==> config.mk <==
export PLATFORM = sky130hd
export DESIGN_NAME = sid_descriptor
export DESIGN_NICKNAME = d
export VERILOG_FILES = /design/src/design/sid_pkg.sv /design/src/design/sid_sched.sv /design/src/design/sid_retry.sv /design/src/design/sid_descriptor.sv
export SDC_FILE = /design/constraint.sdc
export NUM_CORES = 1
export LEC_CHECK = 0
export ABC_AREA = 1
export BUFFER_PORTS_ARGS = -buffer_cell sky130_fd_sc_hd__buf_2
export CORE_AREA = 2 2 141 143
export DETAILED_ROUTE_END_ITERATION = 12
export DIE_AREA = 0 0 143 145
export SYNTH_ARGS = -nofsm -noshare
export SYNTH_HDL_FRONTEND = slang
export SYNTH_SLANG_ARGS = --single-unit
==> constraint.sdc <==
create_clock -name clock -period 1.9 [get_ports clock]
set_clock_uncertainty 0.15 [all_clocks]
set_input_delay 0.19 -clock clock [delete_from_list [all_inputs] [get_ports clock]]
set_output_delay 0.19 -clock clock [all_outputs]
set_load 0.02 [all_outputs]
==> src/design/sid_pkg.sv <==
package sid_pkg;

	// Register byte offsets on the Wishbone slave.
	localparam logic [4:0] OFS_DW2_LO = 5'h00;
	localparam logic [4:0] OFS_DW1_HI = 5'h04;
	localparam logic [4:0] OFS_DW3_HI = 5'h08;
	localparam logic [4:0] OFS_CTRL   = 5'h0c;
	localparam logic [4:0] OFS_STAT   = 5'h10;

	// Field positions inside the 32-bit descriptor words.
	localparam int RETRY_LSB = 23;
	localparam int RETRY_W   = 2;
	localparam int BYTES_LSB = 0;
	localparam int BYTES_W   = 12;
	localparam int HUB_LSB   = 25;
	localparam int PORT_LSB  = 18;
	localparam int ADDR7_W   = 7;
	localparam int SPEED_LSB = 16;
	localparam int SPLIT_BIT = 14;
	localparam int TYPE_LSB  = 12;
	localparam int TOKEN_LSB = 10;
	localparam int BUF_LSB   = 8;
	localparam int BUF_W     = 16;
	localparam int SCHED_LSB = 0;
	localparam int SCHED_W   = 8;
	localparam int FRAME_W   = 11;

	// Control and status bits.
	localparam int CTRL_GO_BIT  = 0;
	localparam int STAT_ACT_BIT = 0;
	localparam int STAT_XERR    = 1;
	localparam int STAT_CFGERR  = 2;
	localparam int STAT_DONE    = 3;

	// Field encodings.
	localparam logic [1:0] TYPE_INTR  = 2'h3;
	localparam logic [1:0] TOKEN_OUT  = 2'h0;
	localparam logic [1:0] TOKEN_IN   = 2'h1;
	localparam logic [1:0] SPEED_LOW  = 2'h2;
	localparam logic [1:0] SPEED_FULL = 2'h0;
	localparam logic [1:0] RETRY_NONE = 2'h0;
	localparam logic [6:0] HUB_EMBED  = 7'h00;
	localparam logic [31:0] WORD_ZERO = 32'h0000_0000;

	typedef enum logic {
		PID_OUT = 1'b0,
		PID_IN  = 1'b1
	} sid_pid_t;

	typedef struct packed {
		sid_pid_t    pid;
		logic [6:0]  hubAddr;
		logic        embeddedHub;
		logic [6:0]  ttPortIndex;
		logic        lowSpeed;
		logic        split;
		logic [15:0] payloadBufferStart;
	} sid_token_t;

endpackage

==> src/design/sid_sched.sv <==
`timescale 1ns/100ps
module sid_sched (
	input  wire logic [sid_pkg::SCHED_W-1:0] schedule,
	input  wire logic [sid_pkg::FRAME_W-1:0] frameNum,
	output logic                             due
);
	import sid_pkg::*;

	// Position of the highest set bit of the five-bit frame pattern.
	function automatic logic [2:0] msbIndex(input logic [4:0] v);
		logic [2:0] idx;
		idx = 3'h0;
		for (int i = 0; i < 5; i++) begin
			if (v[i]) begin
				idx = 3'(i);
			end
		end
		return idx;
	endfunction

	wire logic [4:0] pattern = schedule[7:3];
	wire logic [2:0] topBit  = msbIndex(pattern);
	// Rate is twice the weight of the top bit, at most 32 frames.
	wire logic [5:0] rateMask = 6'((6'h2 << topBit) - 6'h1);
	wire logic       everyMs  = (pattern == 5'h00);
	wire logic       phaseHit = ((frameNum[5:0] & rateMask) == ({1'b0, pattern} & rateMask));

	assign due = everyMs | phaseHit;

endmodule // sid_sched

==> src/design/sid_retry.sv <==
`timescale 1ns/100ps
module sid_retry (
	input  wire logic [sid_pkg::RETRY_W-1:0] budget,
	output logic [sid_pkg::RETRY_W-1:0]      nextBudget,
	output logic                             giveUp
);
	import sid_pkg::*;

	// A zero budget means one try only; otherwise count down to zero.
	assign giveUp     = (budget == RETRY_NONE) || (budget == 2'h1);
	assign nextBudget = (budget == RETRY_NONE) ? RETRY_NONE : 2'(budget - 2'h1);

endmodule // sid_retry

==> src/design/sid_descriptor.sv <==
// Functional notes
// - Two-bit retry budget; zero means one try, else decrement per failure.
// - After the last allowed failed try the transaction-error flag is set.
// - Retry budget behaves like the queue-head error counter.
// - Hardware writes the bytes moved on a successful try into the twelve-bit byte count field.
// - Payload moves at the sixteen-bit buffer start address software gives.
// - Polling interval derives from the schedule byte; zero pattern runs every millisecond.
// - Schedule bits 7 to 3 match the frame number; rates up to 32 ms.
// - Split tokens target the seven-bit hub address; zero is the embedded hub.
// - Split tokens carry the seven-bit hub port index.
// - Speed field 10 means low-speed, 00 full-speed, only for splits.
`timescale 1ns/100ps
module sid_descriptor (
	input  wire logic                         clock,
	input  wire logic                         reset_n,
	input  wire logic                         wbCyc,
	input  wire logic                         wbStb,
	input  wire logic                         wbWe,
	input  wire logic [4:0]                   wbAdr,
	input  wire logic [3:0]                   wbSel,
	input  wire logic [31:0]                  wbDatI,
	output logic [31:0]                       wbDatO,
	output logic                              wbAck,
	input  wire logic                         frameTick,
	input  wire logic [sid_pkg::FRAME_W-1:0]  frameNum,
	output logic                              tokValid,
	input  wire logic                         tokReady,
	output sid_pkg::sid_token_t               token,
	input  wire logic                         tryDone,
	input  wire logic                         tryOk,
	input  wire logic [sid_pkg::BYTES_W-1:0]  tryBytes,
	output logic                              busy
);
	import sid_pkg::*;

	typedef enum logic [1:0] {
		ST_IDLE   = 2'b00,
		ST_WAIT   = 2'b01,
		ST_ISSUE  = 2'b10,
		ST_RESULT = 2'b11
	} sid_state_t;

	// Byte-lane merge for Wishbone writes.
	function automatic logic [31:0] laneMerge(input logic [31:0] old, input logic [31:0] nw,
		input logic [3:0] sel);
		logic [31:0] r;
		r = old;
		for (int i = 0; i < 4; i++) begin
			if (sel[i]) begin
				r[i*8 +: 8] = nw[i*8 +: 8];
			end
		end
		return r;
	endfunction

	sid_state_t  state_q, state_d;
	logic [31:0] dw2Lo_q, dw2Lo_d;
	logic [31:0] dw1Hi_q, dw1Hi_d;
	logic [31:0] dw3Hi_q, dw3Hi_d;
	logic        xErr_q, xErr_d;
	logic        cfgErr_q, cfgErr_d;
	logic        done_q, done_d;
	logic        ack_q;
	logic [31:0] rdat_q;
	logic        tokValid_q, tokValid_d;
	sid_token_t  token_q, token_d;
	logic        busy_q;

	// Bus decode.
	wire logic access   = wbCyc & wbStb & ~ack_q;
	wire logic wrAccess = access & wbWe;
	wire logic hitDw2   = (wbAdr == OFS_DW2_LO);
	wire logic hitDw1   = (wbAdr == OFS_DW1_HI);
	wire logic hitDw3   = (wbAdr == OFS_DW3_HI);
	wire logic hitCtrl  = (wbAdr == OFS_CTRL);
	wire logic hitStat  = (wbAdr == OFS_STAT);
	wire logic idle     = (state_q == ST_IDLE);
	wire logic descWrOk = wrAccess & idle;
	wire logic goWrite  = wrAccess & hitCtrl & wbSel[0] & wbDatI[CTRL_GO_BIT] & idle;
	wire logic statClr  = wrAccess & hitStat & wbSel[0];

	// Descriptor fields.
	wire logic [1:0]  retryBudget = dw3Hi_q[RETRY_LSB +: RETRY_W];
	wire logic [15:0] bufStart    = dw2Lo_q[BUF_LSB +: BUF_W];
	wire logic [7:0]  schedule    = dw2Lo_q[SCHED_LSB +: SCHED_W];
	wire logic [6:0]  hubAddr     = dw1Hi_q[HUB_LSB +: ADDR7_W];
	wire logic [6:0]  portIdx     = dw1Hi_q[PORT_LSB +: ADDR7_W];
	wire logic [1:0]  speedSelect = dw1Hi_q[SPEED_LSB +: 2];
	wire logic        splitSel    = dw1Hi_q[SPLIT_BIT];
	wire logic [1:0]  transferType = dw1Hi_q[TYPE_LSB +: 2];
	wire logic [1:0]  tokenCode   = dw1Hi_q[TOKEN_LSB +: 2];

	// Only interrupt transfers with OUT or IN tokens are served.
	wire logic typeOk  = (transferType == TYPE_INTR);
	wire logic tokOk   = (tokenCode == TOKEN_OUT) || (tokenCode == TOKEN_IN);
	wire logic speedOk = ~splitSel || (speedSelect == SPEED_LOW) || (speedSelect == SPEED_FULL);
	wire logic cfgOk   = typeOk & tokOk & speedOk;

	wire logic       due;
	wire logic [1:0] nextBudget;
	wire logic       giveUp;

	sid_sched u_sched (
		.schedule (schedule),
		.frameNum (frameNum),
		.due      (due)
	);

	sid_retry u_retry (
		.budget     (retryBudget),
		.nextBudget (nextBudget),
		.giveUp     (giveUp)
	);

	wire logic launch = (state_q == ST_WAIT) & frameTick & due;
	wire logic result = (state_q == ST_RESULT) & tryDone;
	wire logic okEnd  = result & tryOk;
	wire logic failEnd = result & ~tryOk & giveUp;
	wire logic failRetry = result & ~tryOk & ~giveUp;

	// Token assembled from the descriptor at launch.
	sid_token_t tokNew;
	assign tokNew.pid                = (tokenCode == TOKEN_IN) ? PID_IN : PID_OUT;
	assign tokNew.hubAddr            = hubAddr;
	assign tokNew.embeddedHub        = (hubAddr == HUB_EMBED);
	assign tokNew.ttPortIndex        = portIdx;
	assign tokNew.lowSpeed           = splitSel & (speedSelect == SPEED_LOW);
	assign tokNew.split              = splitSel;
	assign tokNew.payloadBufferStart = bufStart;

	// Next state.
	always_comb begin
		state_d = state_q;
		case (state_q)
			ST_IDLE: begin
				if (goWrite && cfgOk) begin
					state_d = ST_WAIT;
				end
			end
			ST_WAIT: begin
				if (launch) begin
					state_d = ST_ISSUE;
				end
			end
			ST_ISSUE: begin
				if (tokReady) begin
					state_d = ST_RESULT;
				end
			end
			ST_RESULT: begin
				if (okEnd || failEnd) begin
					state_d = ST_IDLE;
				end else if (failRetry) begin
					state_d = ST_WAIT;
				end
			end
			default: begin
				state_d = ST_IDLE;
			end
		endcase
	end

	// Descriptor words; writes are refused while the transfer is active.
	assign dw2Lo_d = (descWrOk && hitDw2) ? laneMerge(dw2Lo_q, wbDatI, wbSel) : dw2Lo_q;
	assign dw1Hi_d = (descWrOk && hitDw1) ? laneMerge(dw1Hi_q, wbDatI, wbSel) : dw1Hi_q;

	always_comb begin
		dw3Hi_d = (descWrOk && hitDw3) ? laneMerge(dw3Hi_q, wbDatI, wbSel) : dw3Hi_q;
		if (okEnd) begin
			dw3Hi_d[BYTES_LSB +: BYTES_W] = tryBytes;
		end
		if (result && !tryOk) begin
			dw3Hi_d[RETRY_LSB +: RETRY_W] = nextBudget;
		end
	end

	// Flags: a hardware set wins over a software clear in the same cycle.
	wire logic clrX   = goWrite | (statClr & wbDatI[STAT_XERR]);
	wire logic clrCfg = goWrite | (statClr & wbDatI[STAT_CFGERR]);
	wire logic clrDn  = goWrite | (statClr & wbDatI[STAT_DONE]);
	wire logic setCfg = goWrite & ~cfgOk;
	assign xErr_d   = (xErr_q & ~clrX) | failEnd;
	assign cfgErr_d = (cfgErr_q & ~clrCfg) | setCfg;
	assign done_d   = (done_q & ~clrDn) | okEnd | failEnd | setCfg;

	assign tokValid_d = launch | (tokValid_q & ~tokReady);
	assign token_d    = launch ? tokNew : token_q;

	// Read data.
	wire logic [31:0] statWord = {28'h000_0000, done_q, cfgErr_q, xErr_q, ~idle};
	wire logic [31:0] rdMux = hitDw2  ? dw2Lo_q :
		hitDw1  ? dw1Hi_q :
		hitDw3  ? dw3Hi_q :
		hitStat ? statWord : WORD_ZERO;

	always_ff @(posedge clock or negedge reset_n) begin
		if (!reset_n) begin
			state_q <= ST_IDLE;
			dw2Lo_q <= WORD_ZERO;
			dw1Hi_q <= WORD_ZERO;
			dw3Hi_q <= WORD_ZERO;
		end else begin
			state_q <= state_d;
			dw2Lo_q <= dw2Lo_d;
			dw1Hi_q <= dw1Hi_d;
			dw3Hi_q <= dw3Hi_d;
		end
	end

	always_ff @(posedge clock or negedge reset_n) begin
		if (!reset_n) begin
			xErr_q   <= 1'b0;
			cfgErr_q <= 1'b0;
			done_q   <= 1'b0;
			busy_q   <= 1'b0;
		end else begin
			xErr_q   <= xErr_d;
			cfgErr_q <= cfgErr_d;
			done_q   <= done_d;
			busy_q   <= (state_d != ST_IDLE);
		end
	end

	always_ff @(posedge clock or negedge reset_n) begin
		if (!reset_n) begin
			ack_q      <= 1'b0;
			rdat_q     <= WORD_ZERO;
			tokValid_q <= 1'b0;
			token_q    <= '0;
		end else begin
			ack_q      <= access;
			rdat_q     <= access ? rdMux : WORD_ZERO;
			tokValid_q <= tokValid_d;
			token_q    <= token_d;
		end
	end

	assign wbAck    = ack_q;
	assign wbDatO   = rdat_q;
	assign tokValid = tokValid_q;
	assign token    = token_q;
	assign busy     = busy_q;

	// Waiting frames without a launch; the slowest rate allows 31 of them in a row.
	localparam logic [5:0] WAIT_LIMIT = 6'h20;
	logic [5:0]      waitFrames_q;
	wire logic       waitMiss     = (state_q == ST_WAIT) & frameTick & ~due;
	wire logic [5:0] waitFrames_d = (state_q != ST_WAIT) ? 6'h00 :
		waitMiss ? 6'(waitFrames_q + 6'h01) : waitFrames_q;

	always_ff @(posedge clock or negedge reset_n) begin
		if (!reset_n) begin
			waitFrames_q <= 6'h00;
		end else begin
			waitFrames_q <= waitFrames_d;
		end
	end

	// Checks.
	a_ack_once: assert property (@(posedge clock) disable iff (!reset_n)
		ack_q |=> !ack_q)
		else $error("Bus acknowledge held for two cycles.");
	a_launch_token: assert property (@(posedge clock) disable iff (!reset_n)
		launch |=> tokValid_q && state_q == ST_ISSUE)
		else $error("Due frame did not raise the token request.");
	a_pid_code: assert property (@(posedge clock) disable iff (!reset_n)
		launch |=> token_q.pid == (($past(tokenCode) == TOKEN_IN) ? PID_IN : PID_OUT))
		else $error("Token PID does not follow the token code.");
	a_hub_target: assert property (@(posedge clock) disable iff (!reset_n)
		launch |=> token_q.hubAddr == $past(hubAddr)
			&& token_q.embeddedHub == ($past(hubAddr) == HUB_EMBED))
		else $error("Hub address or embedded hub flag wrong.");
	a_port_index: assert property (@(posedge clock) disable iff (!reset_n)
		launch |=> token_q.ttPortIndex == $past(portIdx))
		else $error("Port index not carried into token.");
	a_speed_low: assert property (@(posedge clock) disable iff (!reset_n)
		tokValid_q && token_q.lowSpeed |-> token_q.split)
		else $error("Low speed flagged on a direct transaction.");
	a_bytes_done: assert property (@(posedge clock) disable iff (!reset_n)
		okEnd |=> dw3Hi_q[BYTES_LSB +: BYTES_W] == $past(tryBytes) && done_q && idle)
		else $error("Byte count not written on success.");
	a_retry_down: assert property (@(posedge clock) disable iff (!reset_n)
		failRetry |=> retryBudget == 2'($past(retryBudget) - 2'h1) && state_q == ST_WAIT)
		else $error("Retry budget not decremented.");
	a_xerr_set: assert property (@(posedge clock) disable iff (!reset_n)
		result && !tryOk && (retryBudget == RETRY_NONE || retryBudget == 2'h1)
		|=> xErr_q && idle)
		else $error("Transaction error not set when tries ran out.");
	a_cfg_refuse: assert property (@(posedge clock) disable iff (!reset_n)
		goWrite && !cfgOk |=> cfgErr_q && idle)
		else $error("Bad descriptor was not refused.");
	a_bufstart_out: assert property (@(posedge clock) disable iff (!reset_n)
		launch |=> token_q.payloadBufferStart == $past(bufStart))
		else $error("Buffer start not carried into token.");
	a_ack_answer: assert property (@(posedge clock) disable iff (!reset_n)
		access |=> ack_q)
		else $error("Bus request was not acknowledged in the next cycle.");
	a_rdat_quiet: assert property (@(posedge clock) disable iff (!reset_n)
		!ack_q |-> rdat_q == WORD_ZERO)
		else $error("Read data not zero outside the acknowledge cycle.");
	a_tok_hold: assert property (@(posedge clock) disable iff (!reset_n)
		tokValid_q && !tokReady |=> tokValid_q && $stable(token_q))
		else $error("Token changed or dropped before it was accepted.");
	a_tok_drop: assert property (@(posedge clock) disable iff (!reset_n)
		tokValid_q && tokReady |=> !tokValid_q)
		else $error("Token request stayed up after acceptance.");
	a_split_select: assert property (@(posedge clock) disable iff (!reset_n)
		launch |=> token_q.split == $past(splitSel))
		else $error("Split flag does not follow split select.");
	a_low_speed: assert property (@(posedge clock) disable iff (!reset_n)
		launch |=> token_q.lowSpeed == ($past(splitSel) && $past(speedSelect) == SPEED_LOW))
		else $error("Low speed flag does not follow the speed field.");
	a_desc_locked: assert property (@(posedge clock) disable iff (!reset_n)
		wrAccess && !idle |=> dw2Lo_q == $past(dw2Lo_q) && dw1Hi_q == $past(dw1Hi_q))
		else $error("Descriptor word changed while the transfer was active.");
	a_budget_kept: assert property (@(posedge clock) disable iff (!reset_n)
		okEnd |=> retryBudget == $past(retryBudget))
		else $error("Retry budget changed on a successful try.");
	a_every_frame: assert property (@(posedge clock) disable iff (!reset_n)
		state_q == ST_WAIT && frameTick && schedule[7:3] == 5'h00 |=> state_q == ST_ISSUE)
		else $error("Every-frame schedule did not launch.");
	a_wait_miss: assert property (@(posedge clock) disable iff (!reset_n)
		state_q == ST_WAIT && frameTick && !due |=> state_q == ST_WAIT && !tokValid_q)
		else $error("Transfer launched in a frame that is not due.");
	a_rate_bound: assert property (@(posedge clock) disable iff (!reset_n)
		waitFrames_q < WAIT_LIMIT)
		else $error("Waited longer than the slowest polling rate.");
	a_go_arms: assert property (@(posedge clock) disable iff (!reset_n)
		goWrite && cfgOk |=> busy_q && state_q == ST_WAIT)
		else $error("Valid descriptor was not armed.");
	a_xerr_clear: assert property (@(posedge clock) disable iff (!reset_n)
		statClr && wbDatI[STAT_XERR] && !failEnd |=> !xErr_q)
		else $error("Transaction error flag not cleared by software.");

	c_success: cover property (@(posedge clock) disable iff (!reset_n) okEnd);
	c_exhaust: cover property (@(posedge clock) disable iff (!reset_n) failEnd);
	c_retry: cover property (@(posedge clock) disable iff (!reset_n) failRetry);
	c_split_low: cover property (@(posedge clock) disable iff (!reset_n)
		launch && tokNew.lowSpeed);
	c_refused: cover property (@(posedge clock) disable iff (!reset_n) goWrite && !cfgOk);

endmodule // sid_descriptor

==> results.json <==
{
  "first_global_vias": 6030,
  "routedWlPerCell_um": 13.8,
  "die_area_um2": 20700,
  "powerDensity_nw_per_um2": 890,
  "drcViolationCount": 0,
  "syn-mean-instance-area_um2": 8.49,
  "route.detailed.vias_per_inst": 4.53,
  "dominantRegCellSynth": "sky130_fd_sc_hd__dfrtp_1",
  "cellInternalPower_uw": 6490,
  "timing.setup.tns_ns": 0,
  "max_slew_margin_pct": 70.7,
  "outcome": "finished, final reports clean",
  "critical_path.startpoint_type": "register",
  "worstPathRequired_ns": 2.04,
  "gr-usage-met3_pct": 3.47,
  "clock_tree.root_cell": "sky130_fd_sc_hd__clkbuf_16",
  "hold_path.class": "primary input to register",
  "reg2reg_slack_ns": 0.14,
  "power_frac_seq_pct": 45.5,
  "critPathCaptureType": "register",
  "number_of_drc_markers_after_the_initial_detailed_route_iteration": 352,
  "delay_heaviest_family_cp": "simple AND/OR/NAND/NOR gates",
  "placed_cell_area_um2": 8680,
  "p_sw_share_pct": 25.9,
  "postSynthNetCount": 959,
  "grt_pass1_wl_um": 31000,
  "cp_data_arrival_time_ns": 1.91,
  "clk_pin_slew_ns": 0.06,
  "power.combinational.fraction_pct": 13.0,
  "crit_path_max_incr_delay_ns": 0.42,
  "synth-compound-area-share_pct": 12.0,
  "rsz0062_at_grt": "false",
  "synth.area.mux_share_pct": 0,
  "layout-drive-gt1-share_pct": 22.6,
  "antennaDiodeCount": 0,
  "mappedNetlistArea_um2": 7520,
  "fin_crit_sh_pct": 92.9,
  "routed_wirelength_um": 18800,
  "clkLatencyLatePin_ns": 0.42,
  "die-height_um": 145,
  "critical_path.reg2reg.endpoint": "dw2Lo_q[28]$_DFFE_PN0P_",
  "fin_crit_ns": 1.76,
  "die-width_um": 143,
  "worstHoldStart": "wbSel[0]",
  "grt_antenna_before_repair": 0,
  "placementRows": 51,
  "crit_buf_inv": 2,
  "source_of_the_worst_register_to_register_timing_path": "state_q[0]$_DFF_PN0_",
  "core_um2": 19200,
  "cts_tree": "done",
  "synth-edff-count": 0,
  "worst_setup_path_type": "register to register",
  "instances_no_fill": 1366,
  "synth_xor_xnor_area_share_pct": 0,
  "grt_busiest_layer": "met2",
  "hold_viol": 0,
  "dp_hpwl_um": 13100,
  "power_frac_clock_pct": 41.4,
  "async_flop_share_pct": 100,
  "r2r.worst_path.cells": 7,
  "cts.path.max_buffers": 2,
  "netlist-cell-type-count": 30,
  "max_clock_freq_ghz": 0.567,
  "critical_path.cell_chain": "nor2_1 > inv_1 > nor2_4 > nand3_1 > buf_4 > nand2_1 > o21ai_0",
  "grtUsageMet1_pct": 26.2,
  "routed-via-count": 6185,
  "total_leakage_power_uw": 0.00523,
  "initial_util_pct": 39.2,
  "grt_remaining_overflow": 0,
  "io-pin-count": 142,
  "tritoncts_buffers": 17,
  "synthSimpleGateAreaFrac_pct": 23.0,
  "antenna_left": 0,
  "synth-adder-area-share_pct": 0,
  "dp.cells": 1282,
  "gp_congestion": 0.807,
  "endpoint_of_the_worst_hold_timing_path": "done_q$_DFF_PN0_",
  "detail_route.first_pass.iterations": 7,
  "critical-path-slowest-cell": "sky130_fd_sc_hd__dfrtp_1",
  "maxSlewViolCount": 0,
  "syn2layout_area_growth_pct": 30.8,
  "worst_pin_slew_ns": 0.437,
  "finish.net_count": 1164,
  "yosysWarningCount": 0,
  "timing.critical_path.fanout_max": 16,
  "stdcell_area_um2": 9840,
  "worstSetupPathDepth": 7,
  "netlist_instances": 886,
  "clkSinkCount": 170,
  "grt_util_met2_pct": 30.6,
  "synth_sequential_area_ratio_pct": 56.5,
  "synth_top_family_by_area": "simple AND/OR/NAND/NOR gates",
  "ys_seq_elements": 170,
  "worst_vdd_drop_mv": 0.637,
  "port_buffers": 135,
  "switching_power_uw": 2260,
  "setup_violations": 0,
  "ctsHtreeMaxLevel": 4,
  "grt_start_max_net_pins": 53,
  "max_cap_viol_count": 0,
  "hold_path_depth": 4,
  "groute.usage.overall_pct": 18.9,
  "holdWs_ns": 0.0488
}
[cell usage after synthesis (5+ instances only)]
cell	n	share of area, %
sky130_fd_sc_hd__a21oi_1	13	0.86
sky130_fd_sc_hd__o21ai_1	12	0.80
sky130_fd_sc_hd__clkbuf_1	18	0.90
sky130_fd_sc_hd__nand3_1	48	3.2
sky130_fd_sc_hd__nor2_1	38	1.9
sky130_fd_sc_hd__nand2_1	296	15
sky130_fd_sc_hd__inv_1	120	6.0
sky130_fd_sc_hd__nand4_1	5	0.42
sky130_fd_sc_hd__o21ai_2	32	3.7
sky130_fd_sc_hd__o21ai_0	95	6.3
sky130_fd_sc_hd__buf_2	8	0.53
sky130_fd_sc_hd__dfrtp_1	170	57
sky130_fd_sc_hd__buf_6	6	0.90
[layer usage]
metal | vias to the layer above | share of wire, % | wire length (um)
met3 | 19 | 3.8 | 724
met1 | 2851 | 47 | 8870
met4 | 0 | 1.2 | 227
li1 | 3176 | - | -
met2 | 139 | 48 | 9000
met5 | - | 0 | 0
[logic make-up (layout without fill, tap and decap cells)]
logic type             after synthesis  after routing
AND/OR/NAND/NOR                    407            408
flip-flops                         170            170
AO/OA/AOI/OAI                      155            155
buffers and inverters              154            368
[power groups by stage]
stage | Sequential [uW] | Combinational [uW] | Clock, uW
after CTS | 3990 | 1150 | 3700
after detailed placement | 4050 | 1060 | 0
after global placement | 4040 | 1050 | 0
after global routing | 4010 | 1290 | 3850
final | 3990 | 1140 | 3630
after floorplan | 4110 | 520 | 0
[how the worst max path moves through the flow]
stage               slack, ns                      end                 start
global route             0.01    token[17]$_DFFE_PN0P_  state_q[1]$_DFF_PN0_
floorplan                0.10   dw2Lo_q[6]$_DFFE_PN0P_       wbAck$_DFF_PN0_
CTS                      0.08  dw3Hi_q[30]$_DFFE_PN0P_       wbAck$_DFF_PN0_
finish                   0.14  dw2Lo_q[28]$_DFFE_PN0P_  state_q[0]$_DFF_PN0_
global placement         0.12  dw3Hi_q[31]$_DFFE_PN0P_              wbAdr[1]
detailed placement        0.1  dw3Hi_q[10]$_DFFE_PN0P_              wbAdr[1]
[through the flow]
step	power [uW]	setup WS [ns]	util, %
after detailed placement	5120	0.0984	45.2
after floorplan	4630	0.105	-
after CTS	8830	0.0797	51.0
after global placement	5100	0.121	45.2
final	8750	0.135	51.2
after global routing	9150	0.0136	51.2
[layout by cell type (no fill, tap or decap), drive strengths merged]
| cell type | n |
|---|---|
| bufinv | 4 |
| a31o | 1 |
| a21oi | 13 |
| nor4 | 1 |
| nand3b | 1 |
| nor2 | 44 |
| nand3 | 53 |
| clkbuf | 18 |
| inv | 121 |
| a22oi | 1 |
| o21ai | 139 |
| dlygate4sd3 | 50 |
| or2 | 1 |
| nand4 | 5 |
| clkinvlp | 4 |
| clkinv | 2 |
| nor3 | 2 |
| and2 | 1 |
| o211ai | 1 |
| buf | 169 |
| nand2 | 300 |
| dfrtp | 170 |
[flip-flops by register name, summed over array words and instances (netlist names)]
name and count:
dw3Hi_q 32, cfgErr_q 1, busy 1, token 34, dw1Hi_q 32, wbDatO 32
done_q 1, dw2Lo_q 32, tokValid 1, wbAck 1, xErr_q 1, state_q 2
[area by class of cell]
class                           instances  area (um2)
Fill cell                            1876        9370
Clock buffer                           18         439
Multi-Input combinational cell        563        2650
Inverter                              120         450
Sequential cell                       170        4250
Timing Repair Buffer                  219        1540
Clock inverter                         11         173
Tap cell                              265         332
[worst register-to-register path: cells and delay by family (launching register included)]
kind,cells,cell delay (ns)
AO/OA/AOI/OAI,1,0.08
buffers and inverters,2,0.38
AND/OR/NAND/NOR,4,0.61
flip-flops,1,0.42
[timing repair]
action                                 in CTS  in global routing
resized for setup                           0                  1
endpoints found under the hold margin     269                  0
setup buffers                               0                  4
setup endpoints to repair                   0                 16
hold buffers                               50                  0
Power figures use the tool's default switching activity.
